[config.mk]
export PLATFORM = sky130hd
export DESIGN_NAME = nrmc_top
export DESIGN_NICKNAME = d
export VERILOG_FILES = /design/src/hdl/nrmc_pkg.sv /design/src/hdl/nrmc_crc.sv /design/src/hdl/nrmc_top.sv
export SDC_FILE = /design/constraint.sdc
export NUM_CORES = 1
export LEC_CHECK = 0
export BUFFER_PORTS_ARGS = -buffer_cell sky130_fd_sc_hd__buf_2
export CORE_MARGIN = 2
export CORE_UTILIZATION = 52
export DETAILED_ROUTE_END_ITERATION = 8
export HOLD_SLACK_MARGIN = 0.05
export PLACE_DENSITY = 0.83
export SETUP_SLACK_MARGIN = 0.4
export SLEW_MARGIN = 20
export SYNTH_ARGS = -nofsm -noshare
export SYNTH_HDL_FRONTEND = slang
export SYNTH_HIERARCHICAL = 1
export SYNTH_SLANG_ARGS = --single-unit
export TNS_END_PERCENT = 20
[constraint.sdc]
create_clock -name clock -period 3.15 [get_ports clock]
set_clock_uncertainty 0.15 [all_clocks]
set_input_delay 0.63 -clock clock [delete_from_list [all_inputs] [get_ports clock]]
set_output_delay 0.63 -clock clock [all_outputs]
set_load 0.02 [all_outputs]
[src/hdl/nrmc_pkg.sv]
// package: register map, field layout and codes for the receive mode control block
package nrmc_pkg;
	localparam logic [11:0] IDX_RX_MODE     = 12'h013;     // receive_mode_config word index
	localparam logic [11:0] ADDR_RX_MODE    = IDX_RX_MODE << 2; // byte address, one word per index
	localparam logic [11:0] ADDR_RX_CONTROL = 12'h000;     // command and receiver control word
	localparam logic [11:0] ADDR_RX_STATUS  = 12'h004;     // receiver status word
	localparam logic [7:0]  MODE_RESET      = 8'h00;       // receive_mode_config after reset
	localparam int          BIT_CRC_EN      = 7;           // receive_crc_enable
	localparam int          RATE_MSB        = 6;           // receive_rate_select top bit
	localparam int          RATE_LSB        = 4;           // receive_rate_select low bit
	localparam int          BIT_IGN_SHORT   = 3;           // ignore_short_burst
	localparam int          BIT_MULTI       = 2;           // multiple_frame_receive
	localparam int          FRAME_MSB       = 1;           // receive_framing_select top bit
	localparam int          FRAME_LSB       = 0;           // receive_framing_select low bit
	localparam int          CMD_MSB         = 3;           // command code field top bit
	localparam logic [3:0]  CMD_IDLE        = 4'h0;        // idle command code
	localparam logic [3:0]  CMD_RECEIVE     = 4'h8;        // receive command code
	localparam logic [3:0]  CMD_TRANSCEIVE  = 4'hc;        // transceive command code
	localparam logic [2:0]  RATE_106        = 3'h0;        // 106 kbit/s
	localparam logic [2:0]  RATE_212        = 3'h1;        // 212 kbit/s
	localparam logic [2:0]  RATE_424        = 3'h2;        // 424 kbit/s
	localparam logic [2:0]  RATE_848        = 3'h3;        // 848 kbit/s, highest supported
	localparam logic [1:0]  FRAME_TYPE_A    = 2'h0;        // type A framing
	localparam logic [1:0]  FRAME_TYPE_B    = 2'h3;        // type B framing
	localparam int          SHORT_BITS      = 4;           // invalid bursts below this are dropped
	localparam int          BIT_INV_FLAG    = 2;           // status word: sticky invalid flag
	localparam logic [15:0] CRC_PRESET_A    = 16'h6363;    // crc start value, type A framing
	localparam logic [15:0] CRC_PRESET_B    = 16'hffff;    // crc start value, type B framing
	typedef enum logic [1:0] {
		NRMC_IDLE,
		NRMC_ACTIVE,
		NRMC_DONE
	} nrmc_state_t;
endpackage

[src/hdl/nrmc_crc.sv]
// file: crc-16 accumulator over received bytes
`timescale 1ns/10ps
module nrmc_crc #(
	parameter logic [15:0] PRESET = 16'h6363      // preset value, type dependent
) (
	input  wire logic        clock,               // system clock
	input  wire logic        arst_n,              // async reset, active low
	input  wire logic        clear,               // load preset at frame start
	input  wire logic        enable,              // byte accepted for crc
	input  wire logic [7:0]  data,                // received byte
	input  wire logic [15:0] preset_val,          // preset chosen by framing
	output logic      [15:0] crc                  // running crc
);
	logic [15:0] crc_reg;                         // running value
	logic [15:0] crc_next;                        // next value

	// bitwise reflected ccitt update, one byte per accepted cycle
	always_comb begin
		logic [15:0] c;
		c = crc_reg;
		if (clear) begin
			c = preset_val;
		end else if (enable) begin
			for (int i = 0; i < 8; i++) begin
				if (c[0] ^ data[i]) begin
					c = (c >> 1) ^ 16'h8408;
				end else begin
					c = c >> 1;
				end
			end
		end
		crc_next = c;
	end

	// register the crc
	always_ff @(posedge clock or negedge arst_n) begin
		if (!arst_n) begin
			crc_reg <= PRESET;
		end else begin
			crc_reg <= crc_next;
		end
	end

	assign crc = crc_reg;
endmodule

[src/hdl/nrmc_top.sv]
// file: receive mode configuration register and receiver control over apb
//
// Design decisions made here: the register offsets and the APB interface to the registers.
`timescale 1ns/10ps
// Notes on behaviour
// rate field picks 106 to 848 kbit/s
// ignore short invalid bursts, stay active
// single frame mode stops after one frame
// multiple frame mode keeps receiving frames
// non-receive command or clearing bit stops
// framing field picks type A or B
// crc enable computes crc over received data
module nrmc_top (
	input  wire logic        clock,               // 200 MHz system clock
	input  wire logic        arst_n,              // async reset, active low
	input  wire logic        psel,                // apb select
	input  wire logic        penable,             // apb access phase
	input  wire logic        pwrite,              // apb direction
	input  wire logic [11:0] paddr,               // apb byte address
	input  wire logic [31:0] pwdata,              // apb write data
	output logic      [31:0] prdata,              // apb read data
	output logic             pready,              // apb ready
	output logic             pslverr,             // apb error for unmapped address
	input  wire logic        rx_byte_valid,       // demodulator byte strobe
	input  wire logic [7:0]  rx_byte,             // demodulator byte
	input  wire logic        rx_frame_end,        // demodulator frame complete
	input  wire logic        rx_invalid,          // demodulator invalid stream seen
	input  wire logic [3:0]  rx_bit_count,        // bits in the invalid stream
	output logic             receiver_active,     // receiver running
	output logic [2:0]       rate_sel,            // decoded rate to demodulator
	output logic             framing_b,           // 1 for type B framing
	output logic             crc_on,              // crc checking enabled
	output logic [15:0]      crc_value,           // crc of last frame
	output logic             invalid_flag         // reported invalid stream, sticky
);
	logic [7:0]           mode_reg, mode_next;          // receive_mode_config
	logic [3:0]           cmd_reg, cmd_next;            // command code
	nrmc_pkg::nrmc_state_t st_reg, st_next;             // receiver state
	logic                 inv_reg, inv_next;            // sticky invalid stream flag
	logic [31:0]          rdata_reg, rdata_next;        // read data register
	logic                 rdy_reg, rdy_next;            // ready register
	logic                 err_reg, err_next;            // error register
	logic [2:0]           rate_reg, rate_next;          // rate to demodulator
	logic                 fb_reg, fb_next;              // framing to demodulator
	logic [15:0]          crcv_reg, crcv_next;          // latched crc
	logic                 bv_s1, bv_s2, fe_s1, fe_s2;   // pin synchronisers
	logic                 iv_s1, iv_s2;                 // invalid strobe synchroniser
	logic [7:0]           by_s1, by_s2;                 // byte synchroniser
	logic [3:0]           bc_s1, bc_s2;                 // bit count synchroniser
	logic                 bv_d, fe_d, iv_d;             // edge detect history
	logic                 byte_ev, frame_ev, inv_ev;    // one-cycle events
	logic                 setup_w, access;              // bus decode
	logic                 crc_clear;                    // crc preset at receive start
	logic [15:0]          crc_run;                      // running crc
	logic                 wr_mode, wr_cmd;              // write strobes
	logic                 active_reg;                   // receiver running, registered for the pin

	// two flip-flops on every demodulator pin, then edge history
	always_ff @(posedge clock or negedge arst_n) begin
		if (!arst_n) begin
			bv_s1 <= 1'b0; bv_s2 <= 1'b0; fe_s1 <= 1'b0; fe_s2 <= 1'b0;
			iv_s1 <= 1'b0; iv_s2 <= 1'b0; by_s1 <= 8'h00; by_s2 <= 8'h00;
			bc_s1 <= 4'h0; bc_s2 <= 4'h0; bv_d <= 1'b0; fe_d <= 1'b0; iv_d <= 1'b0;
		end else begin
			bv_s1 <= rx_byte_valid; bv_s2 <= bv_s1; fe_s1 <= rx_frame_end; fe_s2 <= fe_s1;
			iv_s1 <= rx_invalid; iv_s2 <= iv_s1; by_s1 <= rx_byte; by_s2 <= by_s1;
			bc_s1 <= rx_bit_count; bc_s2 <= bc_s1; bv_d <= bv_s2; fe_d <= fe_s2; iv_d <= iv_s2;
		end
	end

	// rising edges of the synchronised strobes
	assign byte_ev  = bv_s2 & ~bv_d;
	assign frame_ev = fe_s2 & ~fe_d;
	assign inv_ev   = iv_s2 & ~iv_d;
	assign access   = psel & penable;
	assign setup_w  = access & pwrite;
	assign wr_mode  = setup_w && (paddr == nrmc_pkg::ADDR_RX_MODE);
	assign wr_cmd   = setup_w && (paddr == nrmc_pkg::ADDR_RX_CONTROL);

	// register file and bus answer: one wait state, unmapped address errors
	always_comb begin
		mode_next  = mode_reg;
		cmd_next   = cmd_reg;
		rdata_next = 32'h0000_0000;
		rdy_next   = 1'b0;
		err_next   = 1'b0;
		if (access && !rdy_reg) begin
			rdy_next = 1'b1;
			unique case (paddr)
				nrmc_pkg::ADDR_RX_MODE: begin
					if (pwrite) mode_next = pwdata[7:0];
					else rdata_next = {24'h00_0000, mode_reg};
				end
				nrmc_pkg::ADDR_RX_CONTROL: begin
					if (pwrite) cmd_next = pwdata[nrmc_pkg::CMD_MSB:0];
					else rdata_next = {28'h000_0000, cmd_reg};
				end
				nrmc_pkg::ADDR_RX_STATUS: begin
					if (!pwrite) rdata_next = {crcv_reg, 13'h0000, inv_reg, st_reg};
				end
				default: begin
					err_next = 1'b1;  // unmapped: error, writes dropped
				end
			endcase
		end
		// single frame mode: command returns to idle once the frame is done
		if (st_reg == nrmc_pkg::NRMC_DONE && !(wr_cmd && !rdy_reg)) begin
			cmd_next = nrmc_pkg::CMD_IDLE;
		end
	end

	always_ff @(posedge clock or negedge arst_n) begin
		if (!arst_n) begin
			mode_reg  <= nrmc_pkg::MODE_RESET;
			cmd_reg   <= nrmc_pkg::CMD_IDLE;
			rdata_reg <= 32'h0000_0000;
			rdy_reg   <= 1'b0;
			err_reg   <= 1'b0;
		end else begin
			mode_reg  <= mode_next;
			cmd_reg   <= cmd_next;
			rdata_reg <= rdata_next;
			rdy_reg   <= rdy_next;
			err_reg   <= err_next;
		end
	end

	// receiver control: runs while receive or transceive is the command
	always_comb begin
		logic rx_cmd;
		logic multi;
		rx_cmd   = (cmd_reg == nrmc_pkg::CMD_RECEIVE) || (cmd_reg == nrmc_pkg::CMD_TRANSCEIVE);
		multi    = mode_reg[nrmc_pkg::BIT_MULTI];
		st_next  = st_reg;
		inv_next = inv_reg;
		crc_clear = 1'b0;
		unique case (st_reg)
			nrmc_pkg::NRMC_IDLE: begin
				if (rx_cmd) begin
					st_next   = nrmc_pkg::NRMC_ACTIVE;
					crc_clear = 1'b1;
				end
			end
			nrmc_pkg::NRMC_ACTIVE: begin
				if (!rx_cmd || (wr_cmd && !rdy_reg && pwdata[nrmc_pkg::CMD_MSB:0] != nrmc_pkg::CMD_RECEIVE)) begin
					// any code but receive ends reception; a fresh transceive restarts from idle
					st_next = nrmc_pkg::NRMC_IDLE;
				end else if (frame_ev) begin
					crc_clear = 1'b1;
					if (!multi) st_next = nrmc_pkg::NRMC_DONE;
					// otherwise keep accepting the next frame
				end else if (inv_ev && !(mode_reg[nrmc_pkg::BIT_IGN_SHORT]
						&& bc_s2 < 4'(nrmc_pkg::SHORT_BITS))) begin
					inv_next = 1'b1;
				end
			end
			nrmc_pkg::NRMC_DONE: begin
				st_next = nrmc_pkg::NRMC_IDLE;
			end
		endcase
		// continuous mode also ends when host clears the multiple bit mid-stream
		if (st_reg == nrmc_pkg::NRMC_ACTIVE && wr_mode && !rdy_reg
				&& mode_reg[nrmc_pkg::BIT_MULTI] && !pwdata[nrmc_pkg::BIT_MULTI]) begin
			st_next = nrmc_pkg::NRMC_DONE;
		end
		// write of a 1 to status bit clears the flag; a new event wins only while the flag is clear
		if (setup_w && !rdy_reg && paddr == nrmc_pkg::ADDR_RX_STATUS && pwdata[nrmc_pkg::BIT_INV_FLAG]
				&& inv_next == inv_reg) begin
			inv_next = 1'b0;
		end
	end

	// demodulator settings; reserved codes fall back to safe values
	always_comb begin
		logic [2:0] r;
		logic [1:0] f;
		r = mode_reg[nrmc_pkg::RATE_MSB:nrmc_pkg::RATE_LSB];
		f = mode_reg[nrmc_pkg::FRAME_MSB:nrmc_pkg::FRAME_LSB];
		rate_next = (r > nrmc_pkg::RATE_848) ? nrmc_pkg::RATE_106 : r;
		fb_next   = (f == nrmc_pkg::FRAME_TYPE_B);
		crcv_next = (frame_ev && st_reg == nrmc_pkg::NRMC_ACTIVE) ? crc_run : crcv_reg;
	end

	always_ff @(posedge clock or negedge arst_n) begin
		if (!arst_n) begin
			st_reg   <= nrmc_pkg::NRMC_IDLE;
			active_reg <= 1'b0;
			inv_reg  <= 1'b0;
			rate_reg <= nrmc_pkg::RATE_106;
			fb_reg   <= 1'b0;
			crcv_reg <= 16'h0000;
		end else begin
			st_reg   <= st_next;
			active_reg <= (st_next == nrmc_pkg::NRMC_ACTIVE);  // same timing as the state, no decode glitch
			inv_reg  <= inv_next;
			rate_reg <= rate_next;
			fb_reg   <= fb_next;
			crcv_reg <= crcv_next;
		end
	end

	// crc runs only on bytes of an active frame while enabled
	nrmc_crc u_crc (
		.clock      (clock),
		.arst_n     (arst_n),
		.clear      (crc_clear),
		.enable     (byte_ev && st_reg == nrmc_pkg::NRMC_ACTIVE && mode_reg[nrmc_pkg::BIT_CRC_EN]),
		.data       (by_s2),
		.preset_val (fb_reg ? nrmc_pkg::CRC_PRESET_B : nrmc_pkg::CRC_PRESET_A),
		.crc        (crc_run)
	);

	assign prdata          = rdata_reg;
	assign pready          = rdy_reg;
	assign pslverr         = err_reg;
	assign receiver_active = active_reg;
	assign rate_sel        = rate_reg;
	assign framing_b       = fb_reg;
	assign crc_on          = mode_reg[nrmc_pkg::BIT_CRC_EN];
	assign crc_value       = crcv_reg;
	assign invalid_flag    = inv_reg;
endmodule

# Word-level counts from Yosys, hierarchy flattened
# Cells that the tools add are included.
# W data, S select, Z words.
[totals]
wordCells = 149
reg_bits = 119
out_inout_bits = 57
input_bits = 64
[op_classes]
bitwise_logic = 24
muxes = 53
n_eq_ne = 10
order_cmp = 2
n_reduce_logical = 35
[ops]
columns = ["op", "n"]
rows = [
  ["$mux W16", 25],
  ["$pmux W32 S3", 1],
  ["$mux W32", 2],
  ["$not A2 Y3", 8],
  ["$mux W4", 5],
  ["$logic_and A1 B1 Y1", 19],
  ["$eq A12 B3 Y1 const B", 1],
  ["$eq A12 B7 Y1 const B", 1],
  ["$logic_not A12 Y1", 1],
  ["$mux W1", 11],
  ["$mux W2", 5],
  ["$eq A4 B4 Y1 const B", 2],
  ["$mux W8", 1],
  ["$reduce_bool A2 Y1", 4],
  ["$xor A1 B1 Y1", 8],
  ["$pmux W2 S3", 1],
  ["$reduce_and A3 Y1", 2],
  ["$and A1 B1 Y1", 5],
  ["$logic_not A1 Y1", 5],
  ["$eq A2 B1 Y1 const B", 2],
  ["$eq A2 B2 Y1 const B", 2],
  ["$lt A4 B3 Y1 const B", 1],
  ["$ne A4 B4 Y1 const B", 1],
  ["$gt A3 B2 Y1 const B", 1],
  ["7 further kinds", 10],
]

# Logic depth before layout (Yosys ltp)
# Gate-level depths: netlist of the first run.
[logic_depth]
word_depth = 37
depth_mapped = 10
depth_no_buf = 8

# Cells and area by module
# Netlist of the first run, hierarchy kept.
[by_module_without_submodules]
columns = ["mod", "instances", "cells_each", "area_each_um2", "seq_area_each_um2"]
rows = [
  ["nrmc_top", 1, 227, 3288.2, 2277.2],
  ["nrmc_crc", 1, 94, 998.5, 410.4],
]

# Worst setup path after synthesis of the first run
# No wires, ideal clock.
[synth_timing]
kind = "in2reg"
start = "input port paddr[0]"
end = "register u_crc.crc_reg[2], in the netlist u_crc/crc[2]"
arrival_ps = 2665
slack_ps = 252
cell_stages = 9
n_path_buf = 1
setup_ps = 83
t_required_ps = 2917
path_cell_list = "or4_4 -> or4b_4 -> nor3_1 -> nor2_1 -> o21a_1 -> clkbuf_1 -> nor3b_1 -> a21oi_1 -> o21ai_0"
[synth_between]
elab_chain_cells = 8
elab_cells_between_ends = 9
classes_between = "3 x mux; 6 x reduce/logical"
[synth_rtl]
columns = ["item", "line_no", "text"]
rows = [
  ["start, declared", "nrmc_top.sv:19", "input wire logic [11:0] paddr,"],
  ["$logic_not A12 Y1 (*)", "nrmc_top.sv:78", "assign wr_cmd = setup_w && (paddr == nrmc_pkg::ADDR_RX_CONTROL);"],
  ["$logic_and A1 B1 Y1 (*)", "nrmc_top.sv:78", ""],
  ["$logic_and A1 B1 Y1 (*) (2 in a row)", "nrmc_top.sv:145", "if (!rx_cmd || (wr_cmd && !rdy_reg && pwdata[nrmc_pkg::CMD_MSB:0] != nrmc_pkg::CMD_RECEIVE)) begin"],
  ["$logic_or A1 B1 Y1 (*)", "nrmc_top.sv:145", ""],
  ["$mux W1 (*)", "nrmc_top.sv:145", ""],
  ["$pmux W1 S2 (*)", "nrmc_top.sv:137", "unique case (st_reg)"],
  ["named net crc_clear", "nrmc_top.sv:53", "logic crc_clear;"],
  ["$mux W16 / $reduce_bool A2 Y1 (equally long branches)", "n/a", ""],
  ["end signal, assigned", "nrmc_crc.sv:40", "crc_reg <= crc_next;"],
  ["end, declared", "nrmc_crc.sv:14", "logic [15:0] crc_reg;"],
]
# Mark *: on every way through the listed nets, which the timed path passes. The rest lies on a longest branch.
# A chain may end at the register's enable or synchronous reset.

# Worst setup path in the final report of the first run
[layout_timing]
start = "input port paddr[0]"
end = "register u_crc.crc_reg[3], in the netlist u_crc/crc[3]"
# Same word-level chain as after synthesis.

==> results of run 1 <==
cell families (layout without fill, tap and decap cells):
| group | after synthesis | in the layout | share of synthesized area (%) |
|---|---|---|---|
| buf+inv | 22 | 115 | 2.714 |
| mux | 32 | 32 | 8.173 |
| fa+ha+maj | 3 | 3 | 0.8758 |
| other cells | 2 | 17 | 0.1752 |
| simple gates | 85 | 85 | 12.32 |
| flops | 107 | 107 | 62.70 |
| compound gates | 46 | 46 | 6.743 |
| xor+xnor | 24 | 24 | 6.305 |
worst register-to-register path: stages, from the launching register on:
cell	delay, ns
dfrtp_1	0.38
nand3b_1	0.30
or4b_4	0.62
nor3_2	0.19
nor2_1	0.07
o21a_1	0.22
buf_6	0.17
nor3b_2	0.21
a21oi_1	0.06
o21ai_1	0.10
power breakdown:
group,internal [mW],switching [mW]
registers,1.41,0.0205
logic,0.0689,0.105
clock network,0.302,0.476
cell type report:
cell class / count / area share, %
clock buffers: 9 / 2.440
clock inverters: 7 / 1.158
inverters: 7 / 0.5176
multi-input cells: 207 / 30.61
flip-flops and latches: 107 / 52.95
well taps: 105 / 2.588
repair buffers: 92 / 9.736
synthesized netlist by cell type (2+ instances only):
library cell / instances / area share [%]
inv_1: 7 / 0.61
and2_1: 22 / 3.2
dfstp_2: 8 / 4.9
o21ai_0: 23 / 2.7
dfrtp_1: 99 / 58
a22oi_1: 3 / 0.53
xor2_1: 6 / 1.2
nor3_1: 4 / 0.47
or4_4: 3 / 0.79
nand2b_1: 2 / 0.29
a21oi_1: 9 / 1.1
mux2_2: 24 / 6.3
and3_1: 2 / 0.29
a31oi_1: 2 / 0.29
buf_2: 2 / 0.23
xnor2_2: 6 / 2.3
nand2_1: 14 / 1.2
xnor2_1: 10 / 2.0
clkbuf_1: 4 / 0.35
nor3b_1: 10 / 1.8
xor2_2: 2 / 0.76
nor2_1: 10 / 0.88
buf_4: 8 / 1.4
ha_1: 3 / 0.88
nand3b_1: 5 / 0.88
a2bb2oi_1: 3 / 0.61
conb_1: 2 / 0.18
mux2i_1: 8 / 1.9
nor2b_1: 4 / 0.58
metrics by stage:
step                instances  instance area (um2)
floorplan                 336                 4358
global placement          518                 4880
detailed placement        518                 4880
CTS                       534                 5067
global route              534                 5076
finish                    534                 5076
worst paths after layout:
path,from,end,slack [ns]
worst max-delay path,paddr[0],u_crc/crc[3],0.43
worst min-delay path,arst_n,mode_reg[3],0.14
worst max register to register,pready,u_crc/crc[3],0.60
worst min register to register,by_s1[6],by_s2[6],0.20
max in group asynchronous,arst_n,u_crc/crc[0],1.92
min in group clock,by_s1[6],by_s2[6],0.20
layer usage:
metal | vias up | GRT usage [%] | share of wire, %
met4 | 0 | 9.179 | 2.0
met5 | - | 0 | 0
met2 | 82 | 28.43 | 49
li1 | 1278 | - | -
met1 | 1327 | 25.19 | 44
met3 | 13 | 3.113 | 5.6
what timing repair did:
item,in CTS,in global routing
hold endpoints to repair,0,0
gates resized for setup,1,4
setup endpoints to repair,1,8
buffers inserted,0,0
==> impl_metrics.csv, run 1 <==
group,metric,value,unit
worst_setup_path,critical_path.top_delay_family,"simple AND/OR/NAND/NOR gates",
timing,worst_slack,0.4268,ns
floorplan,die_y,94.80,um
timing,period_share,86.45,%
layout,n_fill_cell,668,
worst_hold_path,hp-class,"in2async",
pwr,power,2.383,mW
timing,slew_viol_final,0,
global_routing,overflow,0,
floorplan,ios,121,
routing,via_per_inst,5.056,
global_routing,antenna_found_initial,0,
synth,synthCells,321,
placed_design,io_buffer_count,86,
synth,yosys_warnings,6,
clock_tree,clk_path_buf_depth,2,
timing,fin_crit,2.723,ns
clock_tree,clkLatencyLatePin,0.37,ns
timing,fmax,367.2,MHz
outcome,status,"finished, final reports clean",
routing,drtPass1Iterations,4,
synth,synth_ff_type,"dfrtp_1",
timing,tightest_slew,0.7330,ns
worst_setup_path,cp.required,3.29,ns
synth,synth_edf_count,0,
timing,finalHoldViolations,0,
floorplan,rows,33,
floorplan,core_area,0.008093,mm2
routing,routed_wl,7773,um
timing,setup_tns,0,ns
routing,drt_iter0_drc,132,
layout,fin_nets,491,
clock_tree,cts.sinks,107,
synth,syn-cell-area,0.004287,mm2
layout,final_common_cell,"dfrtp_1",
pwr,max-vdd-ir-drop,0.0002506,V
layout,drive_above_1_share,37.30,%
global_routing,grt_first_pass_wirelength,12450,um
worst_setup_path,crit_chain,"buf_2 -> or4_4 -> or4b_4 -> nor3_2 -> nor2_1 -> o21a_1 -> buf_6 -> nor3b_2 -> a21oi_1 -> o21ai_1",
worst_setup_path,crit_fanout,20,
clock_tree,cts_buffers,9,
global_routing,grt_start_max_net_pins,56,
layout,syn_to_final_growth,18.42,%
clock_tree,htree_levels,3,
layout,largest_reg_flops,24,
timing,finalHoldWorstSlack,0.1422,ns
worst_setup_path,cp-end-kind,"flip-flop",
timing,rsz0062_at_grt,"yes",
timing,relSlewSlack,51.03,%
worst_setup_path,cp.depth,10,
worst_setup_path,worst_ep_arrival_time,2.86,ns
worst_setup_path,crit_type,"in2reg",
floorplan,start_util,52.97,%
synth,ys_ff_latch,107,
routing,num_vias,2700,
layout,layout_common_cells,"dfrtp_1 (99), buf_2 (85), mux2_2 (24)",
synth,synth.distinct_cells,45,
worst_setup_path,rr_worst_depth,9,
global_routing,grt_pass1_vias,2516,
run,maxCapViolCount,0,
routing,route.detailed.drc,0,
floorplan,dieArea,0.008986,mm2
timing,setup_viol,0,
layout,final_core_util,62.72,%
synth,syn_area_per_cell,13.35,um2
synth,async_reset_ff_share,100.0,%
placed_design,dp_hpwl,5706,um
clock_tree,tritoncts,"done",
routing,wl_per_cell,14.56,um
layout,multiInputGateArea,0.001554,mm2
pwr,leakagePower,2.509,nW
worst_setup_path,path_buf_inv,2,
worst_setup_path,cpPeakStageDelay,0.57,ns
clock_tree,path_clk_slew,0.10,ns
global_routing,track_usage,18.36,%
layout,diodes,0,
floorplan,fp.dieW,94.80,um
clock_tree,clock-root-buffer,"clkbuf_8",
worst_setup_path,crit_path_start_kind,"input port",
clock_tree,cts_hold_buf,0,
pwr,power_density,469.4,mW/mm2
layout,seqCellArea,0.002688,mm2
synth,ys_seq_area_share,62.70,%
placed_design,post-place-ws,0.002349,ns
placed_design,place.gp.congestion,0.8398,
worst_setup_path,crit_slowest_cell,"or4_4",
routing,ant_nets,0,
(Power assumes the default switching activity.)
==> run 2: changes to the inputs <==
Settings changed: PLACE_DENSITY 0.83 to 0.8.
==> impl_metrics.csv, run 2 (same netlist as run 1, synthesis figures left out) <==
group,metric,value,unit
placed_design,io_buffer_count,86,
layout,largest_reg_flops,24,
worst_setup_path,crit_path_start_kind,"input port",
timing,setup_viol,0,
pwr,switching_share,25.08,%
layout,syn_to_final_growth,18.86,%
layout,final_common_cell,"dfrtp_1",
pwr,p_int,1.779,mW
routing,drt_iter0_drc,130,
clock_tree,cts_buffers,9,
worst_setup_path,worst_ep_arrival_time,2.82,ns
layout,diodes,0,
routing,ant_nets,0,
pwr,power_density,466.0,mW/mm2
layout,layout_common_cells,"dfrtp_1 (99), buf_2 (85), mux2_2 (24)",
global_routing,antenna_found_initial,0,
pwr,clock_power_share,32.4,%
floorplan,fp.dieW,94.80,um
timing,rsz0062_at_grt,"yes",
timing,slew_viol_final,0,
routing,drtPass1Iterations,4,
worst_setup_path,reg2reg_from,"pready",
routing,num_vias,2642,
worst_setup_path,cpPeakStageDelay,0.54,ns
layout,n_fill_cell,670,
worst_hold_path,hp-class,"in2async",
global_routing,top_usage_layer,"met2",
worst_setup_path,crit_slowest_cell,"or4b_4",
global_routing,grt_first_pass_wirelength,12630,um
global_routing,grtUsageMet3,3.831,%
clock_tree,clock-root-buffer,"clkbuf_8",
worst_setup_path,critical_path.top_delay_family,"simple AND/OR/NAND/NOR gates",
clock_tree,tritoncts,"done",
global_routing,grt_start_max_net_pins,57,
worst_setup_path,cp.required,3.28,ns
routing,routed_wl,7646,um
clock_tree,path_clk_slew,0.11,ns
worst_setup_path,crit_type,"in2reg",
timing,finalHoldViolations,0,
pwr,combPwrFrac,7.3,%
clock_tree,htree_levels,3,
floorplan,core_area,0.008093,mm2
floorplan,rows,33,
global_routing,overflow,0,
clock_tree,clk_path_buf_depth,2,
pwr,leakagePower,2.517,nW
timing,fmax,372.0,MHz
clock_tree,clkLatencyLatePin,0.37,ns
routing,via_per_inst,4.938,
worst_setup_path,crit_fanout,22,
global_routing,grt_use_met1,25.21,%
clock_tree,cts.sinks,107,
floorplan,die_y,94.80,um
worst_setup_path,reg2reg_to,"u_crc/crc[7]",
global_routing,met2_usage,29.02,%
global_routing,grt_pass1_vias,2606,
placed_design,place.gp.congestion,0.8798,
placed_design,placed_area,0.004887,mm2
run,maxCapViolCount,0,
pwr,seq_power_share,60.3,%
timing,period_share,85.35,%
worst_setup_path,crit_chain,"buf_2 -> or4_4 -> or4b_4 -> nor3_4 -> nor2_1 -> o21a_1 -> buf_6 -> nor3b_1 -> a21oi_1 -> o21ai_0",
routing,route.detailed.drc,0,
worst_setup_path,r2r_slack,0.62,ns
timing,tightest_slew,0.6815,ns
worst_setup_path,rr_worst_depth,9,
timing,relSlewSlack,54.57,%
worst_setup_path,cp-end-kind,"flip-flop",
pwr,max-vdd-ir-drop,0.0002415,V
pwr,switchingPower,595.5,uW
worst_setup_path,path_buf_inv,2,
clock_tree,cts_setup_buffers,0,
floorplan,ios,121,
floorplan,dieArea,0.008986,mm2
routing,wl_per_cell,14.29,um
floorplan,start_util,52.97,%
timing,setup_tns,0,ns
outcome,status,"finished, final reports clean",
layout,finalInstanceArea,0.005095,mm2
layout,drive_above_1_share,37.67,%
timing,fin_crit,2.688,ns
placed_design,dp_hpwl,5712,um
global_routing,track_usage,18.66,%
layout,fin_nets,492,
[run 2: worst max path at each step]
stage	start	endpoint	slack [ns]	depth (start not counted)
2_1_floorplan	paddr[0]	u_crc/crc[10]	0.30	9
3_3_place_gp	paddr[0]	u_crc/crc[8]	0.13	10
3_5_place_dp	paddr[0]	u_crc/crc[1]	0.04	10
4_1_cts	paddr[0]	u_crc/crc[1]	0.43	10
5_1_grt	paddr[9]	u_crc/crc[7]	0.39	10
6_report	paddr[0]	u_crc/crc[7]	0.46	10
[run 2: worst register-to-register path, delay by kind of cell, from the launching register on]
family / cells / cell delay (ns)
compound gates: 3 / 0.40
buf+inv: 1 / 0.17
flops: 1 / 0.38
simple gates: 5 / 1.35
[run 2: power groups by stage]
stage	logic (mW)	registers [mW]	clock network, mW
floorplan	0.0832	1.47	0
global placement	0.171	1.46	0
detailed placement	0.176	1.46	0
CTS	0.177	1.43	0.796
global route	0.194	1.44	0.856
finish	0.174	1.43	0.770
[run 2: area by class of cell]
cell class	count	area, um2	share of cell area, %
clock inverters	7	58.81	1.154
flip-flops and latches	107	2688	52.75
repair buffers	93	501.7	9.848
well taps	105	131.4	2.579
inverters	7	26.28	0.5157
multi-input cells	207	1565	30.72
clock buffers	9	123.9	2.431
[run 2: what timing repair did]
action,in CTS,in global routing
setup endpoints to repair,0,7
gates resized for setup,0,5
hold buffers,0,0
[run 2: routing by layer]
metal | up-vias | part of all wire, %
met4 | 0 | 2.3
met3 | 14 | 5.0
met5 | - | 0
met1 | 1267 | 45
met2 | 74 | 48
li1 | 1287 | -
[run 2: stage by stage]
| stage | setup WS [ns] | cells | power, mW | utilization, % | hold WS [ns] |
|---|---|---|---|---|---|
| 2_1_floorplan | 0.3034 | 336 | 1.553 | - | 0.1812 |
| 3_3_place_gp | 0.1259 | 519 | 1.627 | 60.39 | 0.1821 |
| 3_5_place_dp | 0.04388 | 519 | 1.635 | 60.39 | 0.1855 |
| 4_1_cts | 0.4283 | 535 | 2.404 | 62.65 | 0.1655 |
| 5_1_grt | 0.3898 | 535 | 2.487 | 62.96 | 0.1899 |
| 6_report | 0.4615 | 535 | 2.374 | 62.96 | 0.1592 |
